==> config.mk <==
export PLATFORM = sky130hd
export DESIGN_NAME = wbs_wake_board
export DESIGN_NICKNAME = d
export VERILOG_FILES = /design/src/wbs_pkg.sv /design/src/wbs_sync.sv /design/src/wbs_lamp.sv /design/src/wbs_wake_board.sv
export SDC_FILE = /design/constraint.sdc
export NUM_CORES = 1
export LEC_CHECK = 0
export BUFFER_PORTS_ARGS = -buffer_cell sky130_fd_sc_hd__buf_2
export CAP_MARGIN = 20
export CORE_MARGIN = 2
export CORE_UTILIZATION = 48
export DETAILED_ROUTE_END_ITERATION = 12
export PLACE_DENSITY = 0.82
export RECOVER_POWER = 50
export SLEW_MARGIN = 20
export SYNTH_ARGS = -nofsm -noshare
export SYNTH_HDL_FRONTEND = slang
export SYNTH_SLANG_ARGS = --single-unit
==> constraint.sdc <==
create_clock -name clk -period 1.5 [get_ports clk]
set_input_delay 0.075 -clock clk [delete_from_list [all_inputs] [get_ports clk]]
set_output_delay 0.075 -clock clk [all_outputs]
set_load 0.02 [all_outputs]
==> src/wbs_pkg.sv <==
// constants and types shared by the wake and board signal logic
// ****************************************************************
// Overview of operation
// - pm event pin from flag/enable or override
// - pm event pin needs no clock
// - first lamp defaults to link active
// - second lamp defaults to receive activity
// - fourth lamp defaults to transmit activity
// - lamp polarity programmable, low means open drain
// - every lamp selects its own status source
// - last reset edge samples second lamp pin
// - power low plus enable enters wake mode
// - power low: reset only floats bus pins
// - power high: reset clears logic, loads eeprom
// - remote wake on frame or link change
// - loaded polarity, drive style, gate control wake
// - remote wake floats until configuration loaded
// - wake mode indicator follows wake mode
// - time base from oscillator or external pin
// - time base paces eeprom, transceiver reset, management
// - transceiver reset follows bus reset, power gated
// - bit zero sets transceiver reset polarity
// ****************************************************************
package wbs_pkg;

   // ****************************************************************
   // clock and time base
   // ****************************************************************
   localparam int         CLK_HZ       = 20_000_000;
   localparam int         OSC_MAX_HZ   = 20_000_000;
   // a maximum frequency rounds the divide ratio up
   localparam int         OSC_DIV      = (CLK_HZ + OSC_MAX_HZ - 1)
                                         / OSC_MAX_HZ;
   localparam logic [3:0] OSC_DIV_LAST = 4'(OSC_DIV - 1);

   // ****************************************************************
   // synchroniser lanes
   // ****************************************************************
   localparam int SYN_W      = 5;
   localparam int SYN_RST    = 0;
   localparam int SYN_PG     = 1;
   localparam int SYN_LAMP1  = 2;
   localparam int SYN_TB_SEL = 3;
   localparam int SYN_EXT_TB = 4;
   localparam logic [SYN_W-1:0] SYN_RST_VAL = 5'h00;

   // ****************************************************************
   // lamp status sources and reset configuration
   // ****************************************************************
   localparam logic [1:0] ST_LINK = 2'h0;
   localparam logic [1:0] ST_RX   = 2'h1;
   localparam logic [1:0] ST_TX   = 2'h2;
   localparam logic [1:0] ST_COL  = 2'h3;
   // two bits per lamp, lamp 0 in the low bits
   localparam logic [7:0] LAMP_SEL_RST  = {ST_TX, ST_COL, ST_RX, ST_LINK};
   localparam logic       LAMP_HIGH_RST = 1'b0;

   // ****************************************************************
   // wake configuration word
   // ****************************************************************
   localparam int         WCFG_TRANSCEIVER_RESET_POLARITY = 0;
   localparam int         WCFG_POL     = 1;
   localparam int         WCFG_GATE    = 2;
   localparam int         WCFG_DRV     = 3;
   localparam logic [3:0] WCFG_RST_VAL = 4'h0;
   localparam logic       XRST_OUT_RST = 1'b1;

   typedef enum logic [1:0] {
      WBS_RUN,
      WBS_HOLD,
      WBS_LOAD
   } wbs_rst_state_t;

endpackage

==> src/wbs_sync.sv <==
// two flip-flop synchroniser for the asynchronous board inputs
`timescale 1ns/1ps
module wbs_sync
   import wbs_pkg::*;
(
   input  wire logic             clk,
   input  wire logic             rst_n,
   input  wire logic             ce,
   input  wire logic [SYN_W-1:0] d,
   output logic      [SYN_W-1:0] q
);

   logic [SYN_W-1:0] meta_ff;
   logic [SYN_W-1:0] sync_ff;

   // ****************************************************************
   // capture stages
   // ****************************************************************
   // first stage feeds only the second stage
   always_ff @(posedge clk or negedge rst_n) begin
      if (!rst_n) begin
         meta_ff <= SYN_RST_VAL;
         sync_ff <= SYN_RST_VAL;
      end else if (ce) begin
         meta_ff <= d;
         sync_ff <= meta_ff;
      end
   end

   assign q = sync_ff;

endmodule

==> src/wbs_lamp.sv <==
// one status lamp driver with programmable source and polarity
`timescale 1ns/1ps
module wbs_lamp
   import wbs_pkg::*;
(
   input  wire logic       clk,
   input  wire logic       rst_n,
   input  wire logic       ce,
   input  wire logic [3:0] status,
   input  wire logic [1:0] sel,
   input  wire logic       act_high,
   input  wire logic       quiet,
   output logic            pin_out,
   output logic            pin_oe
);

   logic lit;

   // source select, forced dark while quiet
   assign lit = status[sel] & ~quiet;

   // ****************************************************************
   // pin drive
   // ****************************************************************
   // active low only sinks so a strap resistor still wins when dark
   always_ff @(posedge clk or negedge rst_n) begin
      if (!rst_n) begin
         pin_out <= 1'b0;
         pin_oe  <= 1'b0;
      end else if (ce) begin
         if (act_high) begin
            pin_out <= lit;
            pin_oe  <= ~quiet;
         end else begin
            pin_out <= 1'b0;
            pin_oe  <= lit;
         end
      end
   end
endmodule

==> src/wbs_wake_board.sv <==
// top level of the wake, reset, time base and lamp board logic
`timescale 1ns/1ps
module wbs_wake_board
   import wbs_pkg::*;
(
   input  wire logic       clk,
   input  wire logic       rst_n,
   input  wire logic       ce,
   input  wire logic       pci_rst_n,
   input  wire logic       power_good_in,
   input  wire logic       pm_event_flag,
   input  wire logic       pm_event_enable,
   input  wire logic       pm_enable_override,
   input  wire logic       wake_frame_match,
   input  wire logic       link_change_seen,
   input  wire logic       wake_frame_pin_enable,
   input  wire logic       wake_frame_mode_enable,
   input  wire logic       link_change_mode_enable,
   input  wire logic       net_link_up,
   input  wire logic       net_rx_active,
   input  wire logic       net_tx_active,
   input  wire logic       net_collision,
   input  wire logic       lamp_cfg_we,
   input  wire logic [1:0] lamp_cfg_idx,
   input  wire logic [1:0] lamp_cfg_sel,
   input  wire logic       lamp_cfg_high,
   input  wire logic       rx_activity_lamp_in,
   input  wire logic       wake_cfg_load,
   input  wire logic [3:0] wake_cfg_word,
   input  wire logic       eeprom_load_done,
   input  wire logic       time_base_select,
   input  wire logic       ext_time_base_clock,
   output logic            pme_out,
   output logic            pme_oe,
   output logic            link_lamp_out,
   output logic            link_lamp_oe,
   output logic            rx_activity_lamp_out,
   output logic            rx_activity_lamp_oe,
   output logic            aux_status_lamp_out,
   output logic            aux_status_lamp_oe,
   output logic            tx_activity_lamp_out,
   output logic            tx_activity_lamp_oe,
   output logic            eeprom_present,
   output logic            pci_float,
   output logic            ctl_reset,
   output logic            eeprom_load_req,
   output logic            wake_mode_indicator,
   output logic            remote_wake_out,
   output logic            remote_wake_oe,
   output logic            time_base_tick,
   output logic            transceiver_reset_out
);

   // ****************************************************************
   // input synchronisers
   // ****************************************************************
   logic [SYN_W-1:0] syn_in;
   logic [SYN_W-1:0] syn_q;
   logic             pci_rst_s;
   logic             pg_s;
   logic             lamp1_s;
   logic             tb_sel_s;
   logic             ext_tb_s;
   logic             hard_rst;

   assign syn_in[SYN_RST]    = pci_rst_n;
   assign syn_in[SYN_PG]     = power_good_in;
   assign syn_in[SYN_LAMP1]  = rx_activity_lamp_in;
   assign syn_in[SYN_TB_SEL] = time_base_select;
   assign syn_in[SYN_EXT_TB] = ext_time_base_clock;

   wbs_sync u_sync (
      .clk   (clk),
      .rst_n (rst_n),
      .ce    (ce),
      .d     (syn_in),
      .q     (syn_q)
   );

   assign pci_rst_s = syn_q[SYN_RST];
   assign pg_s      = syn_q[SYN_PG];
   assign lamp1_s   = syn_q[SYN_LAMP1];
   assign tb_sel_s  = syn_q[SYN_TB_SEL];
   assign ext_tb_s  = syn_q[SYN_EXT_TB];

   // bus reset only counts while main power is good
   assign hard_rst = ~pci_rst_s & pg_s;

   // ****************************************************************
   // power management event pin
   // ****************************************************************
   // pure gates so the pin works with the bus clock stopped
   assign pme_oe  = (pm_event_flag & pm_event_enable)
                  | (pm_enable_override
                     & (wake_frame_match | link_change_seen));
   // open drain: only ever sinks
   assign pme_out = 1'b0;

   // ****************************************************************
   // reset sequencing
   // ****************************************************************
   wbs_rst_state_t state_ff;
   wbs_rst_state_t nxt_state;

   // hold in reset, then ask for the configuration load
   always_comb begin
      nxt_state = state_ff;
      case (state_ff)
         WBS_RUN: begin
            if (hard_rst) begin
               nxt_state = WBS_HOLD;
            end
         end
         WBS_HOLD: begin
            if (pci_rst_s) begin
               nxt_state = WBS_LOAD;
            end
         end
         WBS_LOAD: begin
            if (hard_rst) begin
               nxt_state = WBS_HOLD;
            end else if (eeprom_load_done) begin
               nxt_state = WBS_RUN;
            end
         end
         default: begin
            nxt_state = WBS_RUN;
         end
      endcase
   end

   // power-on starts in hold so the first release loads the eeprom
   always_ff @(posedge clk or negedge rst_n) begin
      if (!rst_n) begin
         state_ff        <= WBS_HOLD;
         ctl_reset       <= 1'b1;
         eeprom_load_req <= 1'b0;
      end else if (ce) begin
         state_ff        <= nxt_state;
         ctl_reset       <= (nxt_state == WBS_HOLD);
         eeprom_load_req <= (nxt_state == WBS_LOAD);
      end
   end

   // bus pins float on any reset, power good or not
   always_ff @(posedge clk or negedge rst_n) begin
      if (!rst_n) begin
         pci_float <= 1'b1;
      end else if (ce) begin
         pci_float <= ~pci_rst_s;
      end
   end

   // strap capture: the value of the last reset edge stands
   always_ff @(posedge clk or negedge rst_n) begin
      if (!rst_n) begin
         eeprom_present <= 1'b0;
      end else if (ce && hard_rst) begin
         eeprom_present <= lamp1_s;
      end
   end

   // ****************************************************************
   // status lamps
   // ****************************************************************
   logic [3:0] net_st;
   logic [1:0] lamp_sel_ff  [4];
   logic       lamp_high_ff [4];
   logic [3:0] lamp_out_w;
   logic [3:0] lamp_oe_w;

   assign net_st[ST_LINK] = net_link_up;
   assign net_st[ST_RX]   = net_rx_active;
   assign net_st[ST_TX]   = net_tx_active;
   assign net_st[ST_COL]  = net_collision;

   genvar gi;
   generate
      for (gi = 0; gi < 4; gi = gi + 1) begin : g_lamp
         // per-lamp source and polarity, defaults restored by reset
         always_ff @(posedge clk or negedge rst_n) begin
            if (!rst_n) begin
               lamp_sel_ff[gi]  <= LAMP_SEL_RST[2*gi +: 2];
               lamp_high_ff[gi] <= LAMP_HIGH_RST;
            end else if (ce) begin
               if (hard_rst) begin
                  lamp_sel_ff[gi]  <= LAMP_SEL_RST[2*gi +: 2];
                  lamp_high_ff[gi] <= LAMP_HIGH_RST;
               end else if (lamp_cfg_we && lamp_cfg_idx == 2'(gi)) begin
                  lamp_sel_ff[gi]  <= lamp_cfg_sel;
                  lamp_high_ff[gi] <= lamp_cfg_high;
               end
            end
         end

         // dark during reset so the strap on lamp 1 is readable
         wbs_lamp u_lamp (
            .clk      (clk),
            .rst_n    (rst_n),
            .ce       (ce),
            .status   (net_st),
            .sel      (lamp_sel_ff[gi]),
            .act_high (lamp_high_ff[gi]),
            .quiet    (hard_rst),
            .pin_out  (lamp_out_w[gi]),
            .pin_oe   (lamp_oe_w[gi])
         );
      end
   endgenerate

   assign link_lamp_out        = lamp_out_w[0];
   assign link_lamp_oe         = lamp_oe_w[0];
   assign rx_activity_lamp_out = lamp_out_w[1];
   assign rx_activity_lamp_oe  = lamp_oe_w[1];
   assign aux_status_lamp_out  = lamp_out_w[2];
   assign aux_status_lamp_oe   = lamp_oe_w[2];
   assign tx_activity_lamp_out = lamp_out_w[3];
   assign tx_activity_lamp_oe  = lamp_oe_w[3];

   // ****************************************************************
   // wake mode and remote wake pin
   // ****************************************************************
   logic wake_req_ff;
   logic rw_pol_ff;
   logic rw_gate_ff;
   logic rw_drv_ff;
   logic xrst_pol_ff;
   logic wcfg_valid_ff;
   logic rw_level;

   // wake mode only while main power is away
   always_ff @(posedge clk or negedge rst_n) begin
      if (!rst_n) begin
         wake_mode_indicator <= 1'b0;
      end else if (ce) begin
         wake_mode_indicator <= ~pg_s & (wake_frame_pin_enable
                                | wake_frame_mode_enable);
      end
   end

   // detected wake condition, level while the cause stands
   always_ff @(posedge clk or negedge rst_n) begin
      if (!rst_n) begin
         wake_req_ff <= 1'b0;
      end else if (ce) begin
         wake_req_ff <= (wake_mode_indicator & wake_frame_match)
                      | (link_change_mode_enable
                         & link_change_seen);
      end
   end

   // configuration survives bus resets; only power-on clears it
   always_ff @(posedge clk or negedge rst_n) begin
      if (!rst_n) begin
         xrst_pol_ff   <= WCFG_RST_VAL[WCFG_TRANSCEIVER_RESET_POLARITY];
         rw_pol_ff     <= WCFG_RST_VAL[WCFG_POL];
         rw_gate_ff    <= WCFG_RST_VAL[WCFG_GATE];
         rw_drv_ff     <= WCFG_RST_VAL[WCFG_DRV];
         wcfg_valid_ff <= 1'b0;
      end else if (ce && wake_cfg_load) begin
         xrst_pol_ff   <= wake_cfg_word[WCFG_TRANSCEIVER_RESET_POLARITY];
         rw_pol_ff     <= wake_cfg_word[WCFG_POL];
         rw_gate_ff    <= wake_cfg_word[WCFG_GATE];
         rw_drv_ff     <= wake_cfg_word[WCFG_DRV];
         wcfg_valid_ff <= 1'b1;
      end
   end

   // polarity one means the asserted level is high
   assign rw_level = rw_pol_ff ? wake_req_ff : ~wake_req_ff;

   // float until configured, or when gated with power low
   always_ff @(posedge clk or negedge rst_n) begin
      if (!rst_n) begin
         remote_wake_out <= 1'b0;
         remote_wake_oe  <= 1'b0;
      end else if (ce) begin
         if (!wcfg_valid_ff || (rw_gate_ff && !pg_s)) begin
            remote_wake_out <= 1'b0;
            remote_wake_oe  <= 1'b0;
         end else if (rw_drv_ff) begin
            remote_wake_out <= rw_level;
            remote_wake_oe  <= 1'b1;
         end else begin
            remote_wake_out <= 1'b0;
            remote_wake_oe  <= ~rw_level;
         end
      end
   end

   // ****************************************************************
   // time base and transceiver reset
   // ****************************************************************
   logic [3:0] osc_cnt_ff;
   logic       osc_tick;
   logic       ext_prev_ff;
   logic       tb_tick;

   assign osc_tick = (osc_cnt_ff == OSC_DIV_LAST);

   // internal oscillator stands in as the system clock divided by OSC_DIV, which is one, so it ticks every enabled cycle
   always_ff @(posedge clk or negedge rst_n) begin
      if (!rst_n) begin
         osc_cnt_ff  <= 4'h0;
         ext_prev_ff <= 1'b0;
      end else if (ce) begin
         osc_cnt_ff  <= osc_tick ? 4'h0 : osc_cnt_ff + 4'h1;
         ext_prev_ff <= ext_tb_s;
      end
   end

   // external clock must stay below half the system clock
   assign tb_tick = tb_sel_s ? (ext_tb_s & ~ext_prev_ff)
                             : osc_tick;

   // tick exported to eeprom and management timing
   always_ff @(posedge clk or negedge rst_n) begin
      if (!rst_n) begin
         time_base_tick <= 1'b0;
      end else if (ce) begin
         time_base_tick <= tb_tick;
      end
   end

   // transceiver reset moves only on time base ticks
   always_ff @(posedge clk or negedge rst_n) begin
      if (!rst_n) begin
         transceiver_reset_out <= XRST_OUT_RST;
      end else if (ce && tb_tick) begin
         transceiver_reset_out <= hard_rst ? xrst_pol_ff
                                           : ~xrst_pol_ff;
      end
   end

   logic lamp_touched_ff;

   // marks that software has reprogrammed any lamp
   always_ff @(posedge clk or negedge rst_n) begin
      if (!rst_n) begin
         lamp_touched_ff <= 1'b0;
      end else if (ce && lamp_cfg_we) begin
         lamp_touched_ff <= 1'b1;
      end
   end
endmodule

==> impl_metrics.ini, run 1 <==
[detailed_routing]
drc_errors = 0
firstDrtPassIters = 4
drt_first_iter_violations = 98
avgViaCountPerCell = 5.43
routedWlPerCell_um = 14.9
drt-total-wl_um = 4660
ant_nets = 0
via_count = 1693

[synth]
ys_async_sr_fraction = 1.00
synth_nets = 224
synth_xor_area_frac = 0.0190
muxShareOfSynthArea = 0.126
ys_seq_area_frac = 0.569
yosysTopAreaCell = dfrtp_1
synth_compound_area_frac = 0.126
synthAdderAreaFrac = 0.0109
postSynthCellCount = 190
synth_top_area_share = 0.478
synth_area_leaders = dfrtp_1 48%, dfstp_2 9.1%, mux2_2 7.8%
synth_top_family_by_area = multiplexers
synthFlopType = dfrtp_1
synth.distinct_cells = 43
yosys_warnings = 0
syn_area_per_cell_sq_um = 12.1
ys_ff_latch = 52
syn_area_sq_mm = 0.00230
yosys.area_share.simple = 0.104
synth_edf_count = 0

[clocking]
insertion_delay_ns = 0.31
numCtsBuffers = 5
postCtsSetupBuffers = 0
cts_buffer_depth = 2
cts_tree = done
clockRootBuffer = clkbuf_8
htreeDepth = 2
clock-sinks = 52
clkTransAtPathRegs_ns = 0.09

[power_and_ir_drop]
cellLeakagePower_nw = 1.36
irDropWorstVdd_uv = 928
power_density_mw_per_mm2 = 1390

[floorplanning]
num_rows = 25
die_area_sq_mm = 0.00537
ioPinCount = 51
die_h_um = 73.3
dieWidth_um = 73.3
core_sq_mm = 0.00466
start_util = 0.494

[outcome]
status = complete, but fails checks
failed_checks = setup timing

[setup_path]
startpoint_type = register
critPathCaptureType = register
r2r_slack_ns = -0.02
cp.required_ns = 1.74
r2r_start = osc_cnt_ff[1]$_DFFE_PN0P_
regToRegEndpoint = transceiver_reset_out$_DFFE_PN1P_
r2r_cells = 6
crit_fanout = 2
cp.arrival_ns = 1.75
criticalPathCategory = reg2reg
crit_start = osc_cnt_ff[1]$_DFFE_PN0P_

[global_routing]
grtUsageMet3 = 0.0425
grt.busiest_layer = met2
grt_max_degree = 53
gr-total-overflow = 0
grtUsageTotal = 0.188
grt_util_met2 = 0.315
grt_pass1_wl_um = 7550
grt_pass1_vias = 1649
antenna_found_initial = 0
gr-usage-met1 = 0.226

[flow_run]
maxCapViolations = 0

[timing]
fmax_ghz = 0.658
tightest_slew_ns = 1.11
period_needed_ns = 1.52
hold_ws_ns = 0.000859
rsz0062_at_grt = yes
maxSlewViolCount = 0
setup_viol = 1
fin_skew_ns = 0.0101
finalHoldViolations = 0
max_slew_margin = 0.259
min_period_over_period = 1.01
fin_ws_ns = -0.0189

[cells_and_area]
fin_util = 0.620
layout_common_cells = 49 x buf_2, 44 x dfrtp_1, 16 x mux2_2
stdcell_area_sq_mm = 0.00289
antenna_cells = 0
final_cells = 312
final_layout_size_suffix_gt1_frac = 0.380
nets = 291
final_common_cell = buf_2
fillerInstances = 384
synthToLayoutAreaGrowth_pct = 25.5

[place]
gp_congestion = 0.793
portBuffers = 49
preCtsSetupSlack_ns = 0.0220
hpwl_um = 3330
dp_cells = 295
place_area_sq_mm = 0.00266

[min_path]
hp-start = wake_cfg_word[2]
hp-class = in2reg
hold_depth = 2
min_to = rw_gate_ff$_DFFE_PN0P_
## flip-flops by register name, summed over array words and instances (netlist names)
name                   cells
ctl_reset                  1
eeprom_load_req            1
eeprom_present             1
ext_prev_ff                1
g_lamp.u_lamp.pin_oe       4
g_lamp.u_lamp.pin_out      4
lamp_high_ff               4
lamp_sel_ff                8
osc_cnt_ff                 4
pci_float                  1
remote_wake_oe             1
remote_wake_out            1
rw_drv_ff                  1
rw_gate_ff                 1
rw_pol_ff                  1
state_ff                   2
time_base_tick             1
transceiver_reset_out      1
u_sync.meta_ff             5
u_sync.q                   5
wake_mode_indicator        1
wake_req_ff                1
wcfg_valid_ff              1
xrst_pol_ff                1
## cell usage after synthesis (2+ instances only)
cell,number
ha_1,2
dfstp_2,8
nand4_1,6
nor3_1,2
mux2_2,16
inv_1,15
o211ai_1,2
nand2b_1,3
o21ai_0,9
and3_1,2
nand2_1,12
o21ai_1,3
nor2b_1,2
mux4_2,4
xnor2_1,4
clkbuf_1,4
buf_2,2
a22oi_1,2
o22a_1,2
nor2_1,9
o2bb2ai_1,7
a22o_1,7
nand3b_1,2
dfrtp_1,44
a21oi_1,3
## how the worst max path moves through the flow
stage,to,slack [ns],depth (start not counted)
after global routing,transceiver_reset_out$_DFFE_PN1P_,-0.09,6
after CTS,eeprom_present$_DFFE_PN0P_,0.03,3
after global placement,transceiver_reset_out$_DFFE_PN1P_,0.09,6
after detailed placement,transceiver_reset_out$_DFFE_PN1P_,0.02,6
after floorplan,lamp_sel_ff[2]$_DFFE_PN1P_,0.04,4
final,transceiver_reset_out$_DFFE_PN1P_,-0.02,6
## stage by stage
stage               power (mW)  setup TNS [ns]
global placement          2.81               0
global route              4.23           -1.36
CTS                       4.01               0
finish                    4.01         -0.0189
floorplan                 2.47               0
detailed placement        2.86               0
## report_power, final
part           internal [mW]  switching (mW)  leakage, nW
Clock                  0.667           0.460       0.0654
Sequential              1.70           0.203        0.629
Combinational          0.469           0.509        0.668
Total                   2.84            1.17         1.36
## cells by family (layout without fill, tap and decap cells)
logic type | after synthesis | count (layout)
flops | 52 | 52
simple gates | 44 | 44
compound gates | 41 | 41
buf+inv | 23 | 91
mux | 22 | 22
xor+xnor | 5 | 5
fa+ha+maj | 2 | 2
other cells | 1 | 1
## final cells by class
cell class / count / area (sq um) / share of cell area
flip-flops and latches: 52 / 1310 / 0.453
multi-input cells: 115 / 917 / 0.317
repair buffers: 68 / 407 / 0.141
clock buffers: 6 / 72.6 / 0.0251
well taps: 54 / 67.6 / 0.0234
clock inverters: 2 / 60.1 / 0.0208
inverters: 15 / 56.3 / 0.0195
## routing by layer
| layer | share of wire | wire length (um) |
|---|---|---|
| met4 | 0.024 | 114 |
| met2 | 0.50 | 2310 |
| met5 | 0 | 0 |
| met1 | 0.43 | 2020 |
| met3 | 0.046 | 213 |
## worst max-delay path: stages (launching register included)
cell and delay (ns):
dfrtp_1 0.40, inv_2 0.07, ha_1 0.14, nand2_2 0.07
o41ai_4 0.29, buf_4 0.16, mux2_2 0.33
## what timing repair did
| action | CTS | global route |
|---|---|---|
| setup endpoints to repair | 1 | 11 |
| pin swaps | 0 | 1 |
| hold buffers | 9 | 0 |
| endpoints found under the hold margin | 52 | 0 |
| gates resized for setup | 1 | 4 |
Power figures use the tool's default switching activity.
==> run 2: changes to the inputs <==
--- a/config.mk
+++ b/config.mk
@@ -10,7 +10,7 @@
 export CORE_MARGIN = 2
 export CORE_UTILIZATION = 48
 export DETAILED_ROUTE_END_ITERATION = 12
-export PLACE_DENSITY = 0.82
+export PLACE_DENSITY_LB_ADDON = 0.25
 export RECOVER_POWER = 50
 export SLEW_MARGIN = 20
 export SYNTH_ARGS = -nofsm -noshare
==> impl_metrics.ini, run 2 (synthesized netlist as in run 1, its figures left out) <==
[outcome]
status = completed

[detailed_routing]
drt-total-wl_um = 4230
via_count = 1652
drc_errors = 0
avgViaCountPerCell = 5.33
ant_nets = 0
drt_first_iter_violations = 95
routedWlPerCell_um = 13.6
firstDrtPassIters = 4

[global_routing]
grt_pass1_vias = 1533
gr-total-overflow = 0
antenna_found_initial = 0
grt_max_degree = 53
grtUsageTotal = 0.168
grt_pass1_wl_um = 6950

[power_and_ir_drop]
clock_power_share = 0.248
power_mw = 3.73
pwr-share-comb = 0.247
irDropWorstVdd_uv = 740
p_seq_frac = 0.505
switchingPower_mw = 1.10
power_density_mw_per_mm2 = 1320
cellLeakagePower_nw = 1.34
swShare = 0.294
intPower_mw = 2.64

[timing]
finalHoldViolations = 0
maxSlewViolCount = 0
max_slew_margin = 0.549
rsz0062_at_grt = no
fin_skew_ns = 0.00577
fmax_ghz = 0.709
hold_ws_ns = 0.00727
setup_viol = 0
period_needed_ns = 1.41
final.setup.tns_ns = 0
tightest_slew_ns = 0.676
min_period_over_period = 0.940

[setup_path]
cp.depth = 3
crit_start = u_sync.q[1]$_DFFE_PN0P_
startpoint_type = register
cp.required_ns = 1.73
r2r_cells = 3
slowest_delay_ns = 0.55
cp.arrival_ns = 1.64
r2r_start = u_sync.q[1]$_DFFE_PN0P_
crit_end = lamp_sel_ff[2]$_DFFE_PN1P_
r2r_slack_ns = 0.09
criticalPathCategory = reg2reg
cp_top_family = simple AND/OR/NAND/NOR gates
worst-path-buf-inv = 0
critPathCaptureType = register
regToRegEndpoint = lamp_sel_ff[2]$_DFFE_PN1P_
crit_fanout = 7
cp_slowest_cell = or4b_4
path_cells = nor2b_1 -> or4b_4 -> o22a_1

[cells_and_area]
synthToLayoutAreaGrowth_pct = 22.7
top_register = lamp_sel_ff
final_layout_size_suffix_gt1_frac = 0.379
fillerInstances = 401
largest_reg_flops = 8
antenna_cells = 0
final_common_cell = buf_2
layout_common_cells = 48 x buf_2, 44 x dfrtp_1, 16 x mux2_2
nets = 289

[min_path]
hp-class = in2reg

[clocking]
cts_buffer_depth = 2
postCtsSetupBuffers = 0
clock-sinks = 52
cts_tree = done
htreeDepth = 2
clockRootBuffer = clkbuf_8
insertion_delay_ns = 0.30
numCtsBuffers = 5
clkTransAtPathRegs_ns = 0.09

[floorplanning]
dieWidth_um = 73.3
die_h_um = 73.3
core_sq_mm = 0.00466
ioPinCount = 51
die_area_sq_mm = 0.00537
num_rows = 25
start_util = 0.494

[place]
hpwl_um = 3170
portBuffers = 49
gp_congestion = 0.757

[flow_run]
maxCapViolations = 0
[run 2: cell count changes in the layout (fill, tap and decap cells not counted), sizes merged]
cell,previous run,this run
buf,58,59
bufinv,2,1
clkbuf,7,8
clkinv,0,1
dlygate4sd3,9,5
[run 2: worst min path at each step]
stage / from / slack [ns] / depth (start not counted) / end
floorplan: rst_n / -0.22 / 0 / eeprom_load_req$_DFFE_PN0P_
global placement: rst_n / 0.09 / 2 / remote_wake_oe$_DFFE_PN0P_
detailed placement: rst_n / 0.08 / 2 / remote_wake_oe$_DFFE_PN0P_
CTS: pci_rst_n / 0.003 / 2 / u_sync.meta_ff[0]$_DFFE_PN0P_
global route: wake_cfg_word[1] / 0.003 / 2 / rw_pol_ff$_DFFE_PN0P_
finish: wake_cfg_word[1] / 0.007 / 2 / rw_pol_ff$_DFFE_PN0P_
[run 2: routing by layer]
metal,share of wire,vias to the layer above,GRT usage
met2,0.48,35,0.278
met4,0.011,0,0.0606
met5,0,-,0
met3,0.038,5,0.0288
met1,0.47,797,0.222
li1,-,815,-
[run 2: timing repair]
item                                    in CTS  in global routing
hold buffers                                 5                  0
endpoints found under the setup margin       1                  0
endpoints found under the hold margin       48                  0
gates resized for setup                      1                  0
[run 2: worst register-to-register path, delay by kind of cell (launching register included)]
| family | cells | cell delay, ns |
|---|---|---|
| compound gates | 1 | 0.22 |
| simple gates | 2 | 0.74 |
| flops | 1 | 0.38 |
[run 2: metrics by stage]
stage	setup WS [ns]	cell area, sq um	utilization	std cells
6_report	0.0905	2830	0.607	310
5_1_grt	0.0305	2830	0.607	310
4_1_cts	0.0779	2840	0.610	310
3_5_place_dp	-0.00465	2680	0.574	297
3_3_place_gp	0.0519	2680	0.574	297
2_1_floorplan	0.0432	2300	-	190
[run 2: area by class of cell]
cell class | instances | area [sq um] | share of cell area
flip-flops and latches | 52 | 1310 | 0.464
multi-input cells | 115 | 901 | 0.319
repair buffers | 66 | 384 | 0.136
clock buffers | 6 | 72.6 | 0.0257
well taps | 54 | 67.6 | 0.0239
inverters | 15 | 56.3 | 0.0199
clock inverters | 2 | 35.0 | 0.0124
[run 2: power by group through the flow]
stage / logic, mW / registers [mW] / clock network [mW]
finish: 0.921 / 1.89 / 0.926
global route: 1.02 / 1.93 / 1.00
CTS: 0.942 / 1.89 / 0.951
detailed placement: 0.922 / 1.91 / 0
global placement: 0.896 / 1.90 / 0
floorplan: 0.466 / 2.01 / 0
==> run 3: changes to the inputs <==
--- a/config.mk
+++ b/config.mk
@@ -8,7 +8,8 @@
 export BUFFER_PORTS_ARGS = -buffer_cell sky130_fd_sc_hd__buf_2
 export CAP_MARGIN = 20
 export CORE_MARGIN = 2
-export CORE_UTILIZATION = 48
+export CORE_UTILIZATION = 50
+export CTS_BUF_LIST = sky130_fd_sc_hd__clkbuf_4
 export DETAILED_ROUTE_END_ITERATION = 12
 export PLACE_DENSITY_LB_ADDON = 0.25
 export RECOVER_POWER = 50
==> impl_metrics.ini, run 3 (synthesized netlist as in run 1, its figures left out) <==
[cells_and_area]
largest_reg_flops = 8
final_layout_size_suffix_gt1_frac = 0.358
final_cells = 320
synthToLayoutAreaGrowth_pct = 25.7
top_register = lamp_sel_ff
nets = 301
layout_common_cells = 47 x buf_2, 44 x dfrtp_1, 16 x mux2_2, 16 x dlygate4sd3_1, 15 x inv_1
antenna_cells = 0
final_common_cell = buf_2

[timing]
tightest_slew_ns = 1.05
setup_viol = 0
fin_skew_ns = 0.0119
fmax_ghz = 0.700
period_needed_ns = 1.43
min_period_over_period = 0.952
hold_ws_ns = 0.0124
final.setup.tns_ns = 0
maxSlewViolCount = 0
finalHoldViolations = 0
max_slew_margin = 0.303
rsz0062_at_grt = no

[global_routing]
grt_max_degree = 23
grtUsageTotal = 0.200
grt_pass1_wl_um = 8070
grt_pass1_vias = 1759
antenna_found_initial = 0
gr-total-overflow = 0

[setup_path]
slowest_delay_ns = 0.54
cp.required_ns = 1.81
criticalPathCategory = reg2reg
crit_fanout = 10
cp.arrival_ns = 1.74
startpoint_type = register
cp_slowest_cell = or4b_4
cp_top_family = simple AND/OR/NAND/NOR gates
critPathCaptureType = register
worst-path-buf-inv = 0
path_cells = nor2b_2 -> or4b_4 -> o22a_1

[clocking]
clockRootBuffer = clkbuf_4
cts_tree = done
insertion_delay_ns = 0.37
clkTransAtPathRegs_ns = 0.15
cts_buffer_depth = 2
numCtsBuffers = 5
clock-sinks = 52
htreeDepth = 2

[floorplanning]
core_sq_mm = 0.00438
ioPinCount = 51
die_h_um = 71.9
start_util = 0.526
num_rows = 24
dieWidth_um = 71.9
die_area_sq_mm = 0.00517

[power_and_ir_drop]
cellLeakagePower_nw = 1.36
irDropWorstVdd_uv = 718
power_density_mw_per_mm2 = 1200

[detailed_routing]
drc_errors = 0
ant_nets = 0
firstDrtPassIters = 4
drt_first_iter_violations = 71
via_count = 1729
routedWlPerCell_um = 14.5
avgViaCountPerCell = 5.40
drt-total-wl_um = 4630

[place]
portBuffers = 49
dp_cells = 296
hpwl_um = 3430
gp_congestion = 0.757

[min_path]
hp-class = in2reg

[flow_run]
maxCapViolations = 0

[outcome]
status = completed
-- run 3: timing repair --
action | CTS | global route
hold endpoints to repair | 58 | 0
pin swaps | 0 | 0
buffers inserted | 0 | 0
resized for setup | 1 | 1
gates cloned | 0 | 0
hold buffers | 16 | 0
setup endpoints to repair | 1 | 1
-- run 3: through the flow --
stage               setup slack [ns]  area [sq um]  total power [mW]   util
floorplan                     0.0432          2300              2.47      -
global placement              0.0445          2680              2.82  0.612
detailed placement           0.00603          2680              2.86  0.612
CTS                           0.0468          2900              3.51  0.662
global route                  0.0176          2900              3.69  0.661
finish                        0.0714          2900              3.48  0.661
-- run 3: worst reg2reg max path, cell delays in order (launching register included) --
cell and delay [ns]:
dfrtp_1 0.40, nor2b_2 0.21, or4b_4 0.54, o22a_1 0.21
-- run 3: final timing paths --
check,to,startpoint,slack [ns],cells after the start
hold reg to reg,pci_float$_DFFE_PN1P_,pci_float$_DFFE_PN1P_,0.48,2
setup reg to reg,lamp_sel_ff[3]$_DFFE_PN1P_,u_sync.q[1]$_DFFE_PN0P_,0.07,3
min in group asynchronous,lamp_high_ff[2]$_DFFE_PN0P_,rst_n,0.38,2
setup / recovery,lamp_sel_ff[3]$_DFFE_PN1P_,u_sync.q[1]$_DFFE_PN0P_,0.07,3
hold / removal,wake_req_ff$_DFFE_PN0P_,link_change_seen,0.01,3
max in group asynchronous,rw_pol_ff$_DFFE_PN0P_,rst_n,0.35,3
-- run 3: layer usage --
| layer | global-route usage | vias up | wire length [um] |
|---|---|---|---|
| li1 | - | 833 | - |
| met1 | 0.274 | 846 | 2100 |
| met2 | 0.326 | 44 | 2230 |
| met3 | 0.0444 | 6 | 244 |
| met4 | 0.0524 | 0 | 53 |
| met5 | 0 | - | 0 |
-- run 3: layout make-up --
type                            count  area [sq um]
Clock buffer                        5          37.5
Clock inverter                      3          18.8
Fill cell                         348          1490
Inverter                           15          56.3
Multi-Input combinational cell    115           903
Sequential cell                    52          1310
Tap cell                           52          65.1
Timing Repair Buffer               78           505
-- run 3: power by group --
| group | switching [mW] | total (mW) | internal (mW) |
|---|---|---|---|
| clock | 0.439 | 0.616 | 0.177 |
| sequential | 0.189 | 1.89 | 1.70 |
| combinational | 0.491 | 0.972 | 0.480 |
| total | 1.12 | 3.48 | 2.36 |
